--- config.mk ---
export PLATFORM = sky130hd
export DESIGN_NAME = mevm_event_manager
export DESIGN_NICKNAME = d
export VERILOG_FILES = /design/src/mevm_pkg.sv /design/src/mevm_event_manager.sv
export SDC_FILE = /design/constraint.sdc
export NUM_CORES = 1
export LEC_CHECK = 0
export BUFFER_PORTS_ARGS = -buffer_cell sky130_fd_sc_hd__clkbuf_2
export CAP_MARGIN = 30
export CORE_MARGIN = 8
export CORE_UTILIZATION = 30
export CTS_BUF_LIST = sky130_fd_sc_hd__clkbuf_2
export DETAILED_ROUTE_END_ITERATION = 8
export GPL_ROUTABILITY_DRIVEN = 0
export GPL_TIMING_DRIVEN = 0
export SLEW_MARGIN = 25
export SYNTH_ARGS = -nofsm -noshare
export SYNTH_HDL_FRONTEND = slang
export SYNTH_SLANG_ARGS = --single-unit
--- constraint.sdc ---
create_clock -name pclk -period 4.2 [get_ports pclk]
set_input_delay 0 -clock pclk [delete_from_list [all_inputs] [get_ports pclk]]
set_output_delay 0 -clock pclk [all_outputs]
set_load 0.1 [all_outputs]
--- src/mevm_pkg.sv ---
package mevm_pkg;

  // ----------------------------------------------------------------
  // Address map
  // ----------------------------------------------------------------
  localparam logic [15:0] EVENT_MGR_A_BASE = 16'h7400;
  localparam logic [15:0] EVENT_MGR_B_BASE = 16'h7500;
  localparam logic [7:0]  OFF_TIMER2       = 8'h10;
  localparam logic [7:0]  OFF_CNT          = 8'h00;
  localparam logic [7:0]  OFF_CMP          = 8'h04;
  localparam logic [7:0]  OFF_PRD          = 8'h08;
  localparam logic [7:0]  OFF_CON          = 8'h0c;
  localparam logic [7:0]  OFF_COMCON       = 8'h20;
  localparam logic [7:0]  OFF_ACTION_CONTROL_REG         = 8'h24;
  localparam logic [7:0]  OFF_DBAND        = 8'h28;
  localparam logic [7:0]  OFF_FCMP1        = 8'h2c;
  localparam logic [7:0]  OFF_CAPCON       = 8'h38;
  localparam logic [7:0]  OFF_CAPFIFO      = 8'h3c;
  localparam logic [7:0]  OFF_CAPDATA1     = 8'h40;
  localparam logic [7:0]  OFF_FLAGS        = 8'h4c;
  localparam logic [7:0]  OFF_MASK         = 8'h50;
  localparam logic [7:0]  OFF_SYSTEM_CONTROL_REG2        = 8'h54;
  localparam logic [7:0]  OFF_STEP         = 8'h04;

  // ----------------------------------------------------------------
  // Field positions
  // ----------------------------------------------------------------
  localparam int TCON_MODE_LSB    = 0;
  localparam int TCON_ENABLE_BIT  = 2;
  localparam int TCON_EXTCLK_BIT  = 3;
  localparam int TCON_PRESC_LSB   = 4;
  localparam int TCON_SYNC_BIT    = 7;
  localparam int COMCON_EN_BIT    = 0;
  localparam int COMCON_DB_LSB    = 1;
  localparam int COMCON_PDP_BIT   = 8;
  localparam int CAPCON_TSEL_BIT  = 6;
  localparam int CAPCON_QEP_BIT   = 7;
  localparam int CAPCON_EN_LSB    = 8;
  localparam int FLAG_CAP_LSB     = 8;
  localparam int SYSTEM_CONTROL_REG2_QUAL_BIT   = 6;
  localparam int QUAL_PDP_IDX     = 3;

  // ----------------------------------------------------------------
  // Timing
  // ----------------------------------------------------------------
  localparam int          CLK_PERIOD_NS = 20;
  localparam int          DB_MIN_NS     = 25;
  localparam logic [7:0]  DB_MIN_CYC    = 8'((DB_MIN_NS + CLK_PERIOD_NS - 1) / CLK_PERIOD_NS);
  localparam logic [3:0]  QUAL_SHORT    = 4'h6;
  localparam logic [3:0]  QUAL_LONG     = 4'hc;

  // ----------------------------------------------------------------
  // Types
  // ----------------------------------------------------------------
  typedef enum logic [1:0] {TM_STOP = 2'b00, TM_UP = 2'b01, TM_UPDOWN = 2'b10, TM_DIR = 2'b11} mevm_tmode_t;
  typedef enum logic [1:0] {EDGE_NONE = 2'b00, EDGE_RISE = 2'b01, EDGE_FALL = 2'b10, EDGE_BOTH = 2'b11} mevm_edge_t;

  typedef struct packed {
    logic       external_timer_clock_pin;
    logic       count_direction_pin;
    logic       power_protect_pin;
    logic [2:0] capture_input_pin;
    logic [1:0] external_interrupt_pins;
    logic       conversion_start_pin;
  } mevm_pins_t;

  typedef struct packed {
    logic [5:0] cmp_level;
    logic [5:0] cmp_oe;
    logic [1:0] timer_pwm_output;
    logic [1:0] timer_oe;
  } mevm_pwm_t;

  typedef struct packed {
    logic [1:0][15:0]      cnt;
    logic [1:0][15:0]      cmp;
    logic [1:0][15:0]      cmp_sh;
    logic [1:0][15:0]      prd;
    logic [1:0][15:0]      prd_sh;
    logic [1:0][15:0]      con;
    logic [1:0]            down;
    logic [1:0][6:0]       psc;
    logic                  ext_prev;
    logic [2:0][15:0]      fcmp;
    logic [2:0][15:0]      fcmp_sh;
    logic [15:0]           comcon;
    logic [15:0]           action_control_reg;
    logic [15:0]           action_control_reg_sh;
    logic [15:0]           capcon;
    logic [15:0]           mask;
    logic [15:0]           flags;
    logic [7:0]            dband;
    logic                  qual_long;
    logic [2:0][7:0]       db_cnt;
    logic [2:0]            raw_prev;
    logic [5:0]            pwm_level;
    logic [1:0]            t_level;
    logic [6:0]            sync1;
    logic [6:0]            sync2;
    logic [6:0]            qual;
    logic [6:0][3:0]       qcnt;
    logic [2:0]            cap_prev;
    logic [2:0][1:0][15:0] fifo;
    logic [2:0][1:0]       fcount;
    logic [31:0]           prdata;
  } mevm_state_t;

  localparam mevm_state_t MEVM_STATE_RESET = '0;

endpackage

--- src/mevm_event_manager.sv ---
`timescale 1ns/1ps

// Summary of operation
// - Two identical instances, register sets based at 7400h and 7500h.
// - Each timer holds a 16-bit up/down counter, readable and writable.
// - Timer compare and period go through shadows, loaded when counter is zero.
// - Each timer flags underflow, overflow, compare and period, each maskable.
// - Timer clock is internal or external pin, then a programmable prescaler.
// - Directional mode counts up or down by the direction pin level.
// - Continuous up, continuous up/down and directional modes; timers may run synchronised.
// - Timer 1 times the compare units; timer 1 or 2 times capture; quadrature counts timer 2 only.
// - Three compare units on timer 1 drive six outputs with shadowed compares.
// - Three 8-bit deadband counters share one 8-bit deadband value.
// - Each compare unit yields a complementary pair, deadband enabled per unit.
// - Compare-unit output polarity and forcing come from a shadowed action control register; timer outputs have none.
// - Eight PWM outputs: three deadband pairs plus two timer compare outputs.
// - Smallest non-zero deadband is at least 25 ns.
// - Qualified protect pin low tri-states all PWM pins; level reads at bit 8.
// - Selected capture edge stores the chosen timer count in a two-deep FIFO.
// - Capture inputs are synchronised; source holds a level over two clock edges. The qualifier here needs 6 or 12 steady edges.
// - Capture edge select: rising, falling or both.
// - Software picks timer 1 or timer 2 as capture time base.
// - Each capture channel sets its own maskable flag.
// - Quadrature mode counts timer 2 on every edge of both inputs, by direction.
// - Qualified inputs change after 6 or 12 steady edges; control bit 6 picks 12.
module mevm_event_manager
  import mevm_pkg::*;
#(
  parameter logic [15:0] BASE_ADDR = mevm_pkg::EVENT_MGR_A_BASE
)(
  input  wire logic                pclk,
  input  wire logic                presetn,
  input  wire logic                psel,
  input  wire logic                penable,
  input  wire logic                pwrite,
  input  wire logic [31:0]         paddr,
  input  wire logic [31:0]         pwdata,
  output logic [31:0]              prdata,
  output logic                     pready,
  output logic                     pslverr,
  input  wire mevm_pkg::mevm_pins_t pins,
  output mevm_pkg::mevm_pwm_t      pwm,
  output logic [1:0]               external_interrupt_qual,
  output logic                     conversion_start_qual,
  output logic                     event_irq
);
  import mevm_pkg::*;

  mevm_state_t      s;
  mevm_state_t      n;
  logic [1:0]       tick;
  logic [15:0]      fset;
  logic [15:0]      fclr;
  logic [2:0]       raw;
  logic [2:0]       cap_hit;
  logic [2:0]       cap_pop;
  logic [2:0][15:0] cap_val;
  logic             qep_chg;
  logic             qep_up;
  logic             ext_rise;
  logic             apb_wr;
  logic             apb_setup;
  logic             ten;
  logic             qepm;
  logic             src;
  logic             up;
  logic             hold;
  logic [6:0]       pmask;
  logic [3:0]       qlim;
  logic [7:0]       off;
  logic [1:0]       esel;
  mevm_tmode_t      mode;

  // ----------------------------------------------------------------
  // Helpers
  // ----------------------------------------------------------------
  // Mapped word inside this instance's window
  function automatic logic addr_ok(input logic [31:0] a);
    addr_ok = (a[31:16] == 16'h0000) && (a[15:8] == BASE_ADDR[15:8]) && (a[1:0] == 2'b00)
              && (a[7:0] <= OFF_SYSTEM_CONTROL_REG2);
  endfunction

  // Polarity and forcing of one output
  function automatic logic apply_action(input logic [1:0] act, input logic v);
    case (act)
      2'b00:   apply_action = 1'b0;
      2'b01:   apply_action = ~v;
      2'b10:   apply_action = v;
      default: apply_action = 1'b1;
    endcase
  endfunction

  // Register read mux
  function automatic logic [15:0] read_word(input mevm_state_t st, input logic [7:0] o);
    logic t;
    t = o[4];
    if (o < OFF_COMCON && o[3:0] == OFF_CNT[3:0])
      read_word = st.cnt[t];
    else if (o < OFF_COMCON && o[3:0] == OFF_CMP[3:0])
      read_word = st.cmp_sh[t];
    else if (o < OFF_COMCON && o[3:0] == OFF_PRD[3:0])
      read_word = st.prd_sh[t];
    else if (o < OFF_COMCON)
      read_word = st.con[t];
    else if (o == OFF_COMCON)
      read_word = {st.comcon[15:9], st.qual[QUAL_PDP_IDX], st.comcon[7:0]};
    else if (o == OFF_ACTION_CONTROL_REG)
      read_word = st.action_control_reg_sh;
    else if (o == OFF_DBAND)
      read_word = {8'h00, st.dband};
    else if (o == OFF_FCMP1)
      read_word = st.fcmp_sh[0];
    else if (o == OFF_FCMP1 + OFF_STEP)
      read_word = st.fcmp_sh[1];
    else if (o == OFF_FCMP1 + 2 * OFF_STEP)
      read_word = st.fcmp_sh[2];
    else if (o == OFF_CAPCON)
      read_word = st.capcon;
    else if (o == OFF_CAPFIFO)
      read_word = {10'h000, st.fcount[2], st.fcount[1], st.fcount[0]};
    else if (o == OFF_CAPDATA1)
      read_word = st.fifo[0][0];
    else if (o == OFF_CAPDATA1 + OFF_STEP)
      read_word = st.fifo[1][0];
    else if (o == OFF_CAPDATA1 + 2 * OFF_STEP)
      read_word = st.fifo[2][0];
    else if (o == OFF_FLAGS)
      read_word = st.flags;
    else if (o == OFF_MASK)
      read_word = st.mask;
    else
      read_word = {9'h000, st.qual_long, 6'h00};
  endfunction

  // ----------------------------------------------------------------
  // Next-state logic
  // ----------------------------------------------------------------
  always_comb
  begin
    n         = s;
    tick      = 2'b00;
    fset      = 16'h0000;
    fclr      = 16'h0000;
    raw       = 3'b000;
    cap_hit   = 3'b000;
    cap_pop   = 3'b000;
    cap_val   = '0;
    ten       = 1'b0;
    qepm      = 1'b0;
    src       = 1'b0;
    up        = 1'b1;
    hold      = 1'b0;
    pmask     = 7'h00;
    esel      = 2'b00;
    mode      = TM_STOP;
    off       = paddr[7:0];
    apb_setup = psel && !penable;
    apb_wr    = psel && penable && pwrite && addr_ok(paddr);

    // Two-stage synchroniser then glitch qualifier
    n.sync1 = {pins.conversion_start_pin, pins.external_interrupt_pins,
               pins.power_protect_pin, pins.capture_input_pin};
    n.sync2 = s.sync1;
    qlim    = s.qual_long ? (QUAL_LONG - 4'h1) : (QUAL_SHORT - 4'h1);
    for (int k = 0; k < 7; k++)
    begin
      if (s.sync2[k] == s.qual[k])
        n.qcnt[k] = 4'h0;
      else if (s.qcnt[k] >= qlim)
      begin
        n.qual[k] = s.sync2[k];
        n.qcnt[k] = 4'h0;
      end
      else
        n.qcnt[k] = s.qcnt[k] + 4'h1;
    end
    n.cap_prev = s.qual[2:0];

    // Quadrature decode on qualified inputs 1 and 2
    qep_chg  = (s.qual[0] ^ s.cap_prev[0]) || (s.qual[1] ^ s.cap_prev[1]);
    qep_up   = s.qual[0] ^ s.cap_prev[1];
    ext_rise = pins.external_timer_clock_pin && !s.ext_prev;
    n.ext_prev = pins.external_timer_clock_pin;

    // General-purpose timers
    for (int i = 0; i < 2; i++)
    begin
      ten   = s.con[i][TCON_ENABLE_BIT];
      qepm  = (i == 1) && s.capcon[CAPCON_QEP_BIT];
      pmask = 7'((8'h01 << s.con[i][TCON_PRESC_LSB +: 3]) - 8'h01);
      src   = s.con[i][TCON_EXTCLK_BIT] ? ext_rise : 1'b1;
      if (qepm)
        tick[i] = qep_chg;
      else if (i == 1 && s.con[1][TCON_SYNC_BIT])
        tick[i] = tick[0];
      else if (ten && src)
      begin
        if (s.psc[i] >= pmask)
        begin
          n.psc[i] = 7'h00;
          tick[i]  = 1'b1;
        end
        else
          n.psc[i] = s.psc[i] + 7'h01;
      end
      mode = mevm_tmode_t'(s.con[i][TCON_MODE_LSB +: 2]);
      hold = 1'b0;
      if (qepm)
        up = qep_up;
      else
        case (mode)
          TM_UP:     up = 1'b1;
          TM_UPDOWN: up = s.down[i] ? (s.cnt[i] == 16'h0000) : (s.cnt[i] < s.prd[i]);
          TM_DIR:    up = pins.count_direction_pin;
          default:
          begin
            up   = 1'b1;
            hold = 1'b1;
          end
        endcase
      if (tick[i] && !hold)
      begin
        fset[4*i+3] = (s.cnt[i] == s.prd[i]);
        fset[4*i+2] = (s.cnt[i] == s.cmp[i]);
        fset[4*i+1] = up && (s.cnt[i] == 16'hffff);
        fset[4*i]   = (s.cnt[i] == 16'h0000) && (!up || s.down[i]);
        if (!qepm && mode == TM_UP && s.cnt[i] >= s.prd[i])
          n.cnt[i] = 16'h0000;
        else
          n.cnt[i] = up ? s.cnt[i] + 16'h0001 : s.cnt[i] - 16'h0001;
        if (!qepm && mode == TM_UPDOWN)
          n.down[i] = !up;
      end
      // Shadow reload at counter zero
      if (s.cnt[i] == 16'h0000)
      begin
        n.cmp[i] = s.cmp_sh[i];
        n.prd[i] = s.prd_sh[i];
      end
      n.t_level[i] = ten && (s.cnt[i] >= s.cmp[i]);
    end

    // Full compare and deadband, timed by timer 1
    if (s.cnt[0] == 16'h0000)
    begin
      n.fcmp = s.fcmp_sh;
      n.action_control_reg = s.action_control_reg_sh;
    end
    for (int k = 0; k < 3; k++)
    begin
      raw[k] = s.comcon[COMCON_EN_BIT] && (s.cnt[0] >= s.fcmp[k]);
      if (raw[k] != s.raw_prev[k])
      begin
        if (s.comcon[COMCON_DB_LSB + k] && s.dband != 8'h00)
          n.db_cnt[k] = (s.dband < DB_MIN_CYC) ? DB_MIN_CYC : s.dband;
        else
          n.db_cnt[k] = 8'h00;
      end
      else if (s.db_cnt[k] != 8'h00)
        n.db_cnt[k] = s.db_cnt[k] - 8'h01;
      n.raw_prev[k]       = raw[k];
      n.pwm_level[2*k]    = apply_action(s.action_control_reg[4*k +: 2], raw[k] && n.db_cnt[k] == 8'h00);
      n.pwm_level[2*k+1]  = apply_action(s.action_control_reg[4*k+2 +: 2], !raw[k] && n.db_cnt[k] == 8'h00);
    end

    // Capture channels with two-deep FIFOs
    for (int c = 0; c < 3; c++)
    begin
      esel       = s.capcon[2*c +: 2];
      cap_hit[c] = s.capcon[CAPCON_EN_LSB + c] && !(c < 2 && s.capcon[CAPCON_QEP_BIT])
                   && ((s.qual[c] && !s.cap_prev[c] && esel[0])
                   || (!s.qual[c] && s.cap_prev[c] && esel[1]));
      cap_val[c] = s.capcon[CAPCON_TSEL_BIT] ? s.cnt[0] : s.cnt[1];
      cap_pop[c] = psel && penable && !pwrite && (off == OFF_CAPDATA1 + 8'(c) * OFF_STEP)
                   && addr_ok(paddr);
      if (cap_pop[c] && s.fcount[c] != 2'd0)
      begin
        n.fifo[c][0] = s.fifo[c][1];
        n.fcount[c]  = s.fcount[c] - 2'd1;
      end
      if (cap_hit[c])
      begin
        if (n.fcount[c] == 2'd2)
        begin
          n.fifo[c][0] = n.fifo[c][1];
          n.fifo[c][1] = cap_val[c];
        end
        else
        begin
          n.fifo[c][n.fcount[c][0]] = cap_val[c];
          n.fcount[c] = n.fcount[c] + 2'd1;
        end
        fset[FLAG_CAP_LSB + c] = 1'b1;
      end
    end

    // Register writes, after hardware updates so software wins
    if (apb_wr)
    begin
      if (off < OFF_COMCON && off[3:0] == OFF_CNT[3:0])
        n.cnt[off[4]] = pwdata[15:0];
      else if (off < OFF_COMCON && off[3:0] == OFF_CMP[3:0])
        n.cmp_sh[off[4]] = pwdata[15:0];
      else if (off < OFF_COMCON && off[3:0] == OFF_PRD[3:0])
        n.prd_sh[off[4]] = pwdata[15:0];
      else if (off < OFF_COMCON)
        n.con[off[4]] = pwdata[15:0];
      else if (off == OFF_COMCON)
        n.comcon = pwdata[15:0];
      else if (off == OFF_ACTION_CONTROL_REG)
        n.action_control_reg_sh = pwdata[15:0];
      else if (off == OFF_DBAND)
        n.dband = pwdata[7:0];
      else if (off == OFF_FCMP1)
        n.fcmp_sh[0] = pwdata[15:0];
      else if (off == OFF_FCMP1 + OFF_STEP)
        n.fcmp_sh[1] = pwdata[15:0];
      else if (off == OFF_FCMP1 + 2 * OFF_STEP)
        n.fcmp_sh[2] = pwdata[15:0];
      else if (off == OFF_CAPCON)
        n.capcon = pwdata[15:0];
      else if (off == OFF_FLAGS)
        fclr = pwdata[15:0];
      else if (off == OFF_MASK)
        n.mask = pwdata[15:0];
      else if (off == OFF_SYSTEM_CONTROL_REG2)
        n.qual_long = pwdata[SYSTEM_CONTROL_REG2_QUAL_BIT];
    end
    // Sticky flags, set beats write-one clear
    n.flags = (s.flags & ~fclr) | fset;

    // Read data latched in the setup cycle
    if (apb_setup)
      n.prdata = (!pwrite && addr_ok(paddr)) ? {16'h0000, read_word(s, off)} : 32'h0000_0000;
  end

  // ----------------------------------------------------------------
  // State register
  // ----------------------------------------------------------------
  always_ff @(posedge pclk or negedge presetn)
  begin
    if (!presetn)
      s <= MEVM_STATE_RESET;
    else
      s <= n;
  end

  // ----------------------------------------------------------------
  // Outputs
  // ----------------------------------------------------------------
  // Pins released while protect input is qualified low
  assign pwm.cmp_level            = s.pwm_level;
  assign pwm.cmp_oe               = {6{s.qual[QUAL_PDP_IDX]}};
  assign pwm.timer_pwm_output     = s.t_level;
  assign pwm.timer_oe             = {2{s.qual[QUAL_PDP_IDX]}};
  assign external_interrupt_qual  = s.qual[5:4];
  assign conversion_start_qual    = s.qual[6];
  assign event_irq                = |(s.flags & s.mask);
  assign prdata                   = s.prdata;
  assign pready                   = 1'b1;
  assign pslverr                  = psel && penable && !addr_ok(paddr);
endmodule

[Yosys cells after proc, flatten, opt, wreduce, memory -nomap -nowiden]
Index checks and enable logic that the tools add are counted.
Storage, ports and cells
  register bits after elaboration: 627
  bits of input ports: 78
  output and inout bits: 54
  logic and storage cells: 481
Operators by class
  $add $sub $neg: 24
  order comparisons: 29
  eq/ne operators: 54
  shift-type cells: 2
  mux-type cells: 134
  bitwise logic cells: 35
  reduce and logical (&&, ||, !) cells: 139
Operators with widths (count)
  $mux 16: 56
  $bwmux 32: 7
  $mux 32: 5
  $ge 16x16->1: 7
  $mux 8: 10
  $logic_and 1x1->1: 70
  $mux 4: 17
  $demux 16 s1: 4
  $eq 16x16->1: 4
  $eq 8x6->1 const B: 8
  $eq 8x7->1 const B: 7
  $logic_not 16->1: 3
  $add 16x1->16 const B: 2
  $and 16x16->16: 2
  $eq 16x16->1 const B: 2
  $lt 16x16->1: 2
  $reduce_bool 8->1: 4
  $sub 16x1->16 const B: 2
  $add 4x1->4 const B: 7
  $ge 4x4->1: 7
  $not 1->1: 28
  $eq 2x2->1 const B: 13
  $logic_not 8->1: 3
  $sub 8x1->8 const B: 3
  44 further kinds: 144

[Depth between registers and ports, before layout]
  word-level depth: 19
  gate-level depth with buffers: 20

[Least setup slack after synthesis]
Ideal clock, no wire load.
  path type: reg-to-reg
  start point: reg s[600] (netlist bit)
  end point: reg s[613] (netlist bit)
  arrival: 4.082 ns
  required time: 4.067 ns
  setup slack: -0.014 ns
  stages on the path, launching flop included: 19
  path buffers: 0
  cells stage by stage: dfrtp_1 -> ha_1 -> nor2b_1 -> o21a_1 -> o21a_1 -> o21ai_0 -> a311oi_1 -> o21ai_0 -> inv_1 -> fa_1 -> a21o_1 -> a21oi_1 -> o211ai_1 -> a221oi_1 -> a21oi_1 -> a31oi_1 -> xnor2_1 -> a221oi_1 -> a21oi_1
RTL lines
  from (decl): RTL line mevm_event_manager.sv:49  | mevm_state_t s;
  from (signal assigned): RTL line mevm_event_manager.sv:345  | s <= n;

==> results.json <==
{
  "crit_required_ps": 5500,
  "die_w_um": 352.0,
  "endpoint_kind": "register",
  "worstHoldPathCells": 8,
  "synth.top_cell.area_share": 0.4507,
  "r2r_slack_ps": 80,
  "critPathLaunch": "paddr[6]",
  "status": "finished, violations left",
  "fin_crit_sh": 1.006,
  "holdPathEnd": "prdata[0]",
  "grt_pass1_wl_um": 183300,
  "postLayoutCellArea_um2": 40220,
  "place_area_um2": 36610,
  "synth_most_common_cell": "dfrtp_1",
  "hold_viol": 0,
  "synthesis.area_um2": 33870,
  "final_nets": 4026,
  "vias_per_cell": 5.411,
  "drt_wl_total_um": 124700,
  "worstHoldPathType": "in2reg",
  "timing.rr.start": "s[623]",
  "core-area_um2": 112200,
  "dr.first_iter.drc_count": 3383,
  "grt_use_total": 0.1929,
  "r2r_end": "s[630]",
  "synthArstFlopShare": 1.000,
  "cp_common_cell": "dlygate4sd3_1",
  "grt_start_max_net_pins": 84,
  "synth_ff_type": "dfrtp_1",
  "violations": "negative setup slack",
  "via_count": 28970,
  "dieArea_um2": 123900,
  "place_ws_ps": -1541,
  "ir_worst_vdd_v": 0.0005009,
  "std_cell_rows": 123,
  "dp_hpwl_um": 86080,
  "yosysWarnings": 0,
  "fmax_ghz": 0.2367,
  "grt_pass1_vias": 28140,
  "netlist_top_cells_count": "dfrtp_1 (610), mux2_2 (309), nand2_1 (306), nor2_1 (220), ha_1 (205)",
  "cts_tree": "built",
  "overflow": 0,
  "cts_root_buffer": "clkbuf_2",
  "ys_seq_area_frac": 0.4507,
  "ys_ff_latch": 610,
  "syn2layout_area_growth_pct": 18.76,
  "drive_gt1_frac": 0.2526,
  "setup_slack_ps": -25.61,
  "power_density_nw_per_um2": 293.5,
  "cp_max_fo": 10,
  "cp_cell_sequence": "dlygate4sd3_1 > buf_2 > dlygate4sd3_1 > nor4bb_2 > a211oi_2 > and4_1 > dlygate4sd3_1 > buf_2 > and3_1 > clkbuf_1 > and2_1 > clkbuf_1 > nand2_1 > a32o_1 > dlygate4sd3_1",
  "crit_arrival_ps": 5520,
  "path_clk_slew_ps": 100,
  "pin_count": 132,
  "synth.area.top_cells": "dfrtp_1 (45%), mux2_2 (10%), ha_1 (7.6%), mux2i_1 (3.7%), nand2_1 (3.4%)",
  "maxSlewViolCount": 0,
  "drc_errors": 0,
  "worstSetupStartpointType": "input port",
  "syn_avg_cell_area_um2": 10.37,
  "fp.dieH_um": 352.0,
  "synth_cell_types": 85,
  "htreeDepth": 4,
  "clockBufferDepth": 3,
  "place.port_buffers": 90,
  "wl_per_cell_um": 23.29,
  "synth_cells": 3265,
  "slowest_delay_ps": 700,
  "clk_latency_ps": 1420,
  "maxCapViolations": 0,
  "reg2reg_depth": 16,
  "critPathKind": "in2reg",
  "ant_nets": 0,
  "numCtsBuffers": 165,
  "critPathSlowestCell": "dlygate4sd3_1",
  "leakage_uw": 0.01886,
  "fin_crit_ps": 4226,
  "synth_top_area_cell": "dfrtp_1",
  "start_util": 0.3019,
  "setup_viol_count_final": 1,
  "rsz0062_at_grt": "true",
  "min_from": "paddr[9]",
  "synth_edf_count": 0,
  "worst_pin_slew_ps": 1117,
  "slew-limit-headroom": 0.2494,
  "clock_skew_ps": 128.9,
  "cts_sinks": 610,
  "antenna_found_initial": 12,
  "first_pass_iters": 9
}
cell type report:
class	count	area [um2]
sequential	610	15330
timing repair buffer	294	2469
clock inverter	32	195.2
buffer	215	1072
clock buffer	242	1211
inverter	159	605.6
tap	1500	1877
multi-input combinational	2296	17440
fill	11270	71970
antenna	5	12.51
logic make-up after synthesis:
| family | count (synthesis) | synth area share |
|---|---|---|
| other cells | 2 | 0.0002218 |
| fa+ha+maj | 207 | 0.07692 |
| mux | 455 | 0.1490 |
| flops | 610 | 0.4507 |
| xor+xnor | 74 | 0.02047 |
| buf+inv | 375 | 0.04884 |
| simple gates | 815 | 0.1114 |
| compound gates | 727 | 0.1425 |
placed cells by master (no fill, tap or decap), types with 42 or more instances in the layout:
cell and count:
dfrtp_1 579, clkbuf_2 344, mux2_2 309, nand2_1 305
nor2_1 218, ha_1 194, inv_1 151, a21oi_1 146
o21ai_0 141, buf_4 136, clkbuf_1 115, dlygate4sd3_1 111
mux2i_1 110, nand3_1 83, o31ai_1 62, a211oi_1 60
a21o_1 48, a22oi_1 42
power breakdown:
group / switching, uW / total [uW] / internal (uW) / leakage (uW)
clock network: 2670 / 4230 / 1560 / 0.00109
registers: 166 / 6160 / 6000 / 0.00824
logic: 980 / 1410 / 433 / 0.00953
what timing repair did:
| action | in CTS | in global routing |
|---|---|---|
| endpoints found under the setup margin | 50 | 75 |
| resized for setup | 64 | 52 |
| pin swaps | 12 | 36 |
| buffers inserted | 45 | 32 |
| cloned | 0 | 1 |
| hold buffers | 113 | 0 |
| hold endpoints to repair | 986 | 0 |
worst max-delay path, delay by kind of cell:
family                 cells  cell delay (ps)
AND/OR/NAND/NOR            5             1090
buffers and inverters      8             3590
AO/OA/AOI/OAI              2              820
state kept, by name, indices dropped and copies added, names as in the netlist:
| register | count |
|---|---|
| esel | 2 |
| prdata | 16 |
| qepm | 1 |
| pwm | 9 |
| conversion_start_qual | 1 |
| n | 10 |
| s | 567 |
| mode | 2 |
| external_interrupt_qual | 2 |
worst max path at each step:
stage | to | slack [ps] | cells past startpoint
after floorplan | s[613] | 50 | 18
after global placement | s[209] | -11850 | 1
after CTS | s[613] | 2 | 18
final | s[231] | -30 | 15
after detailed placement | s[613] | -1540 | 18
after global routing | s[630] | -60 | 16
routing by layer:
metal,part of all wire,up-vias,wire length (um),global-route usage
li1,-,12830,-,-
met2,0.42,1545,52000,0.2794
met1,0.42,14240,52910,0.2575
met3,0.11,343,13390,0.06276
met5,0.00045,-,56,0
met4,0.051,8,6329,0.09415
stage by stage:
step,hold slack (ps),total power (uW),setup TNS [ps],instances,util
2_1_floorplan,-295.6,7131,0,3280,-
3_3_place_gp,110.1,7569,-7246620,4870,0.3231
3_5_place_dp,-25.05,7605,-60060,4882,0.3263
4_1_cts,5.783,11930,0,5314,0.3534
5_1_grt,92.66,12370,-245.0,5352,0.3585
6_report,162.8,11800,-25.61,5353,0.3585
Note: power is estimated with default switching activity, not from simulation.
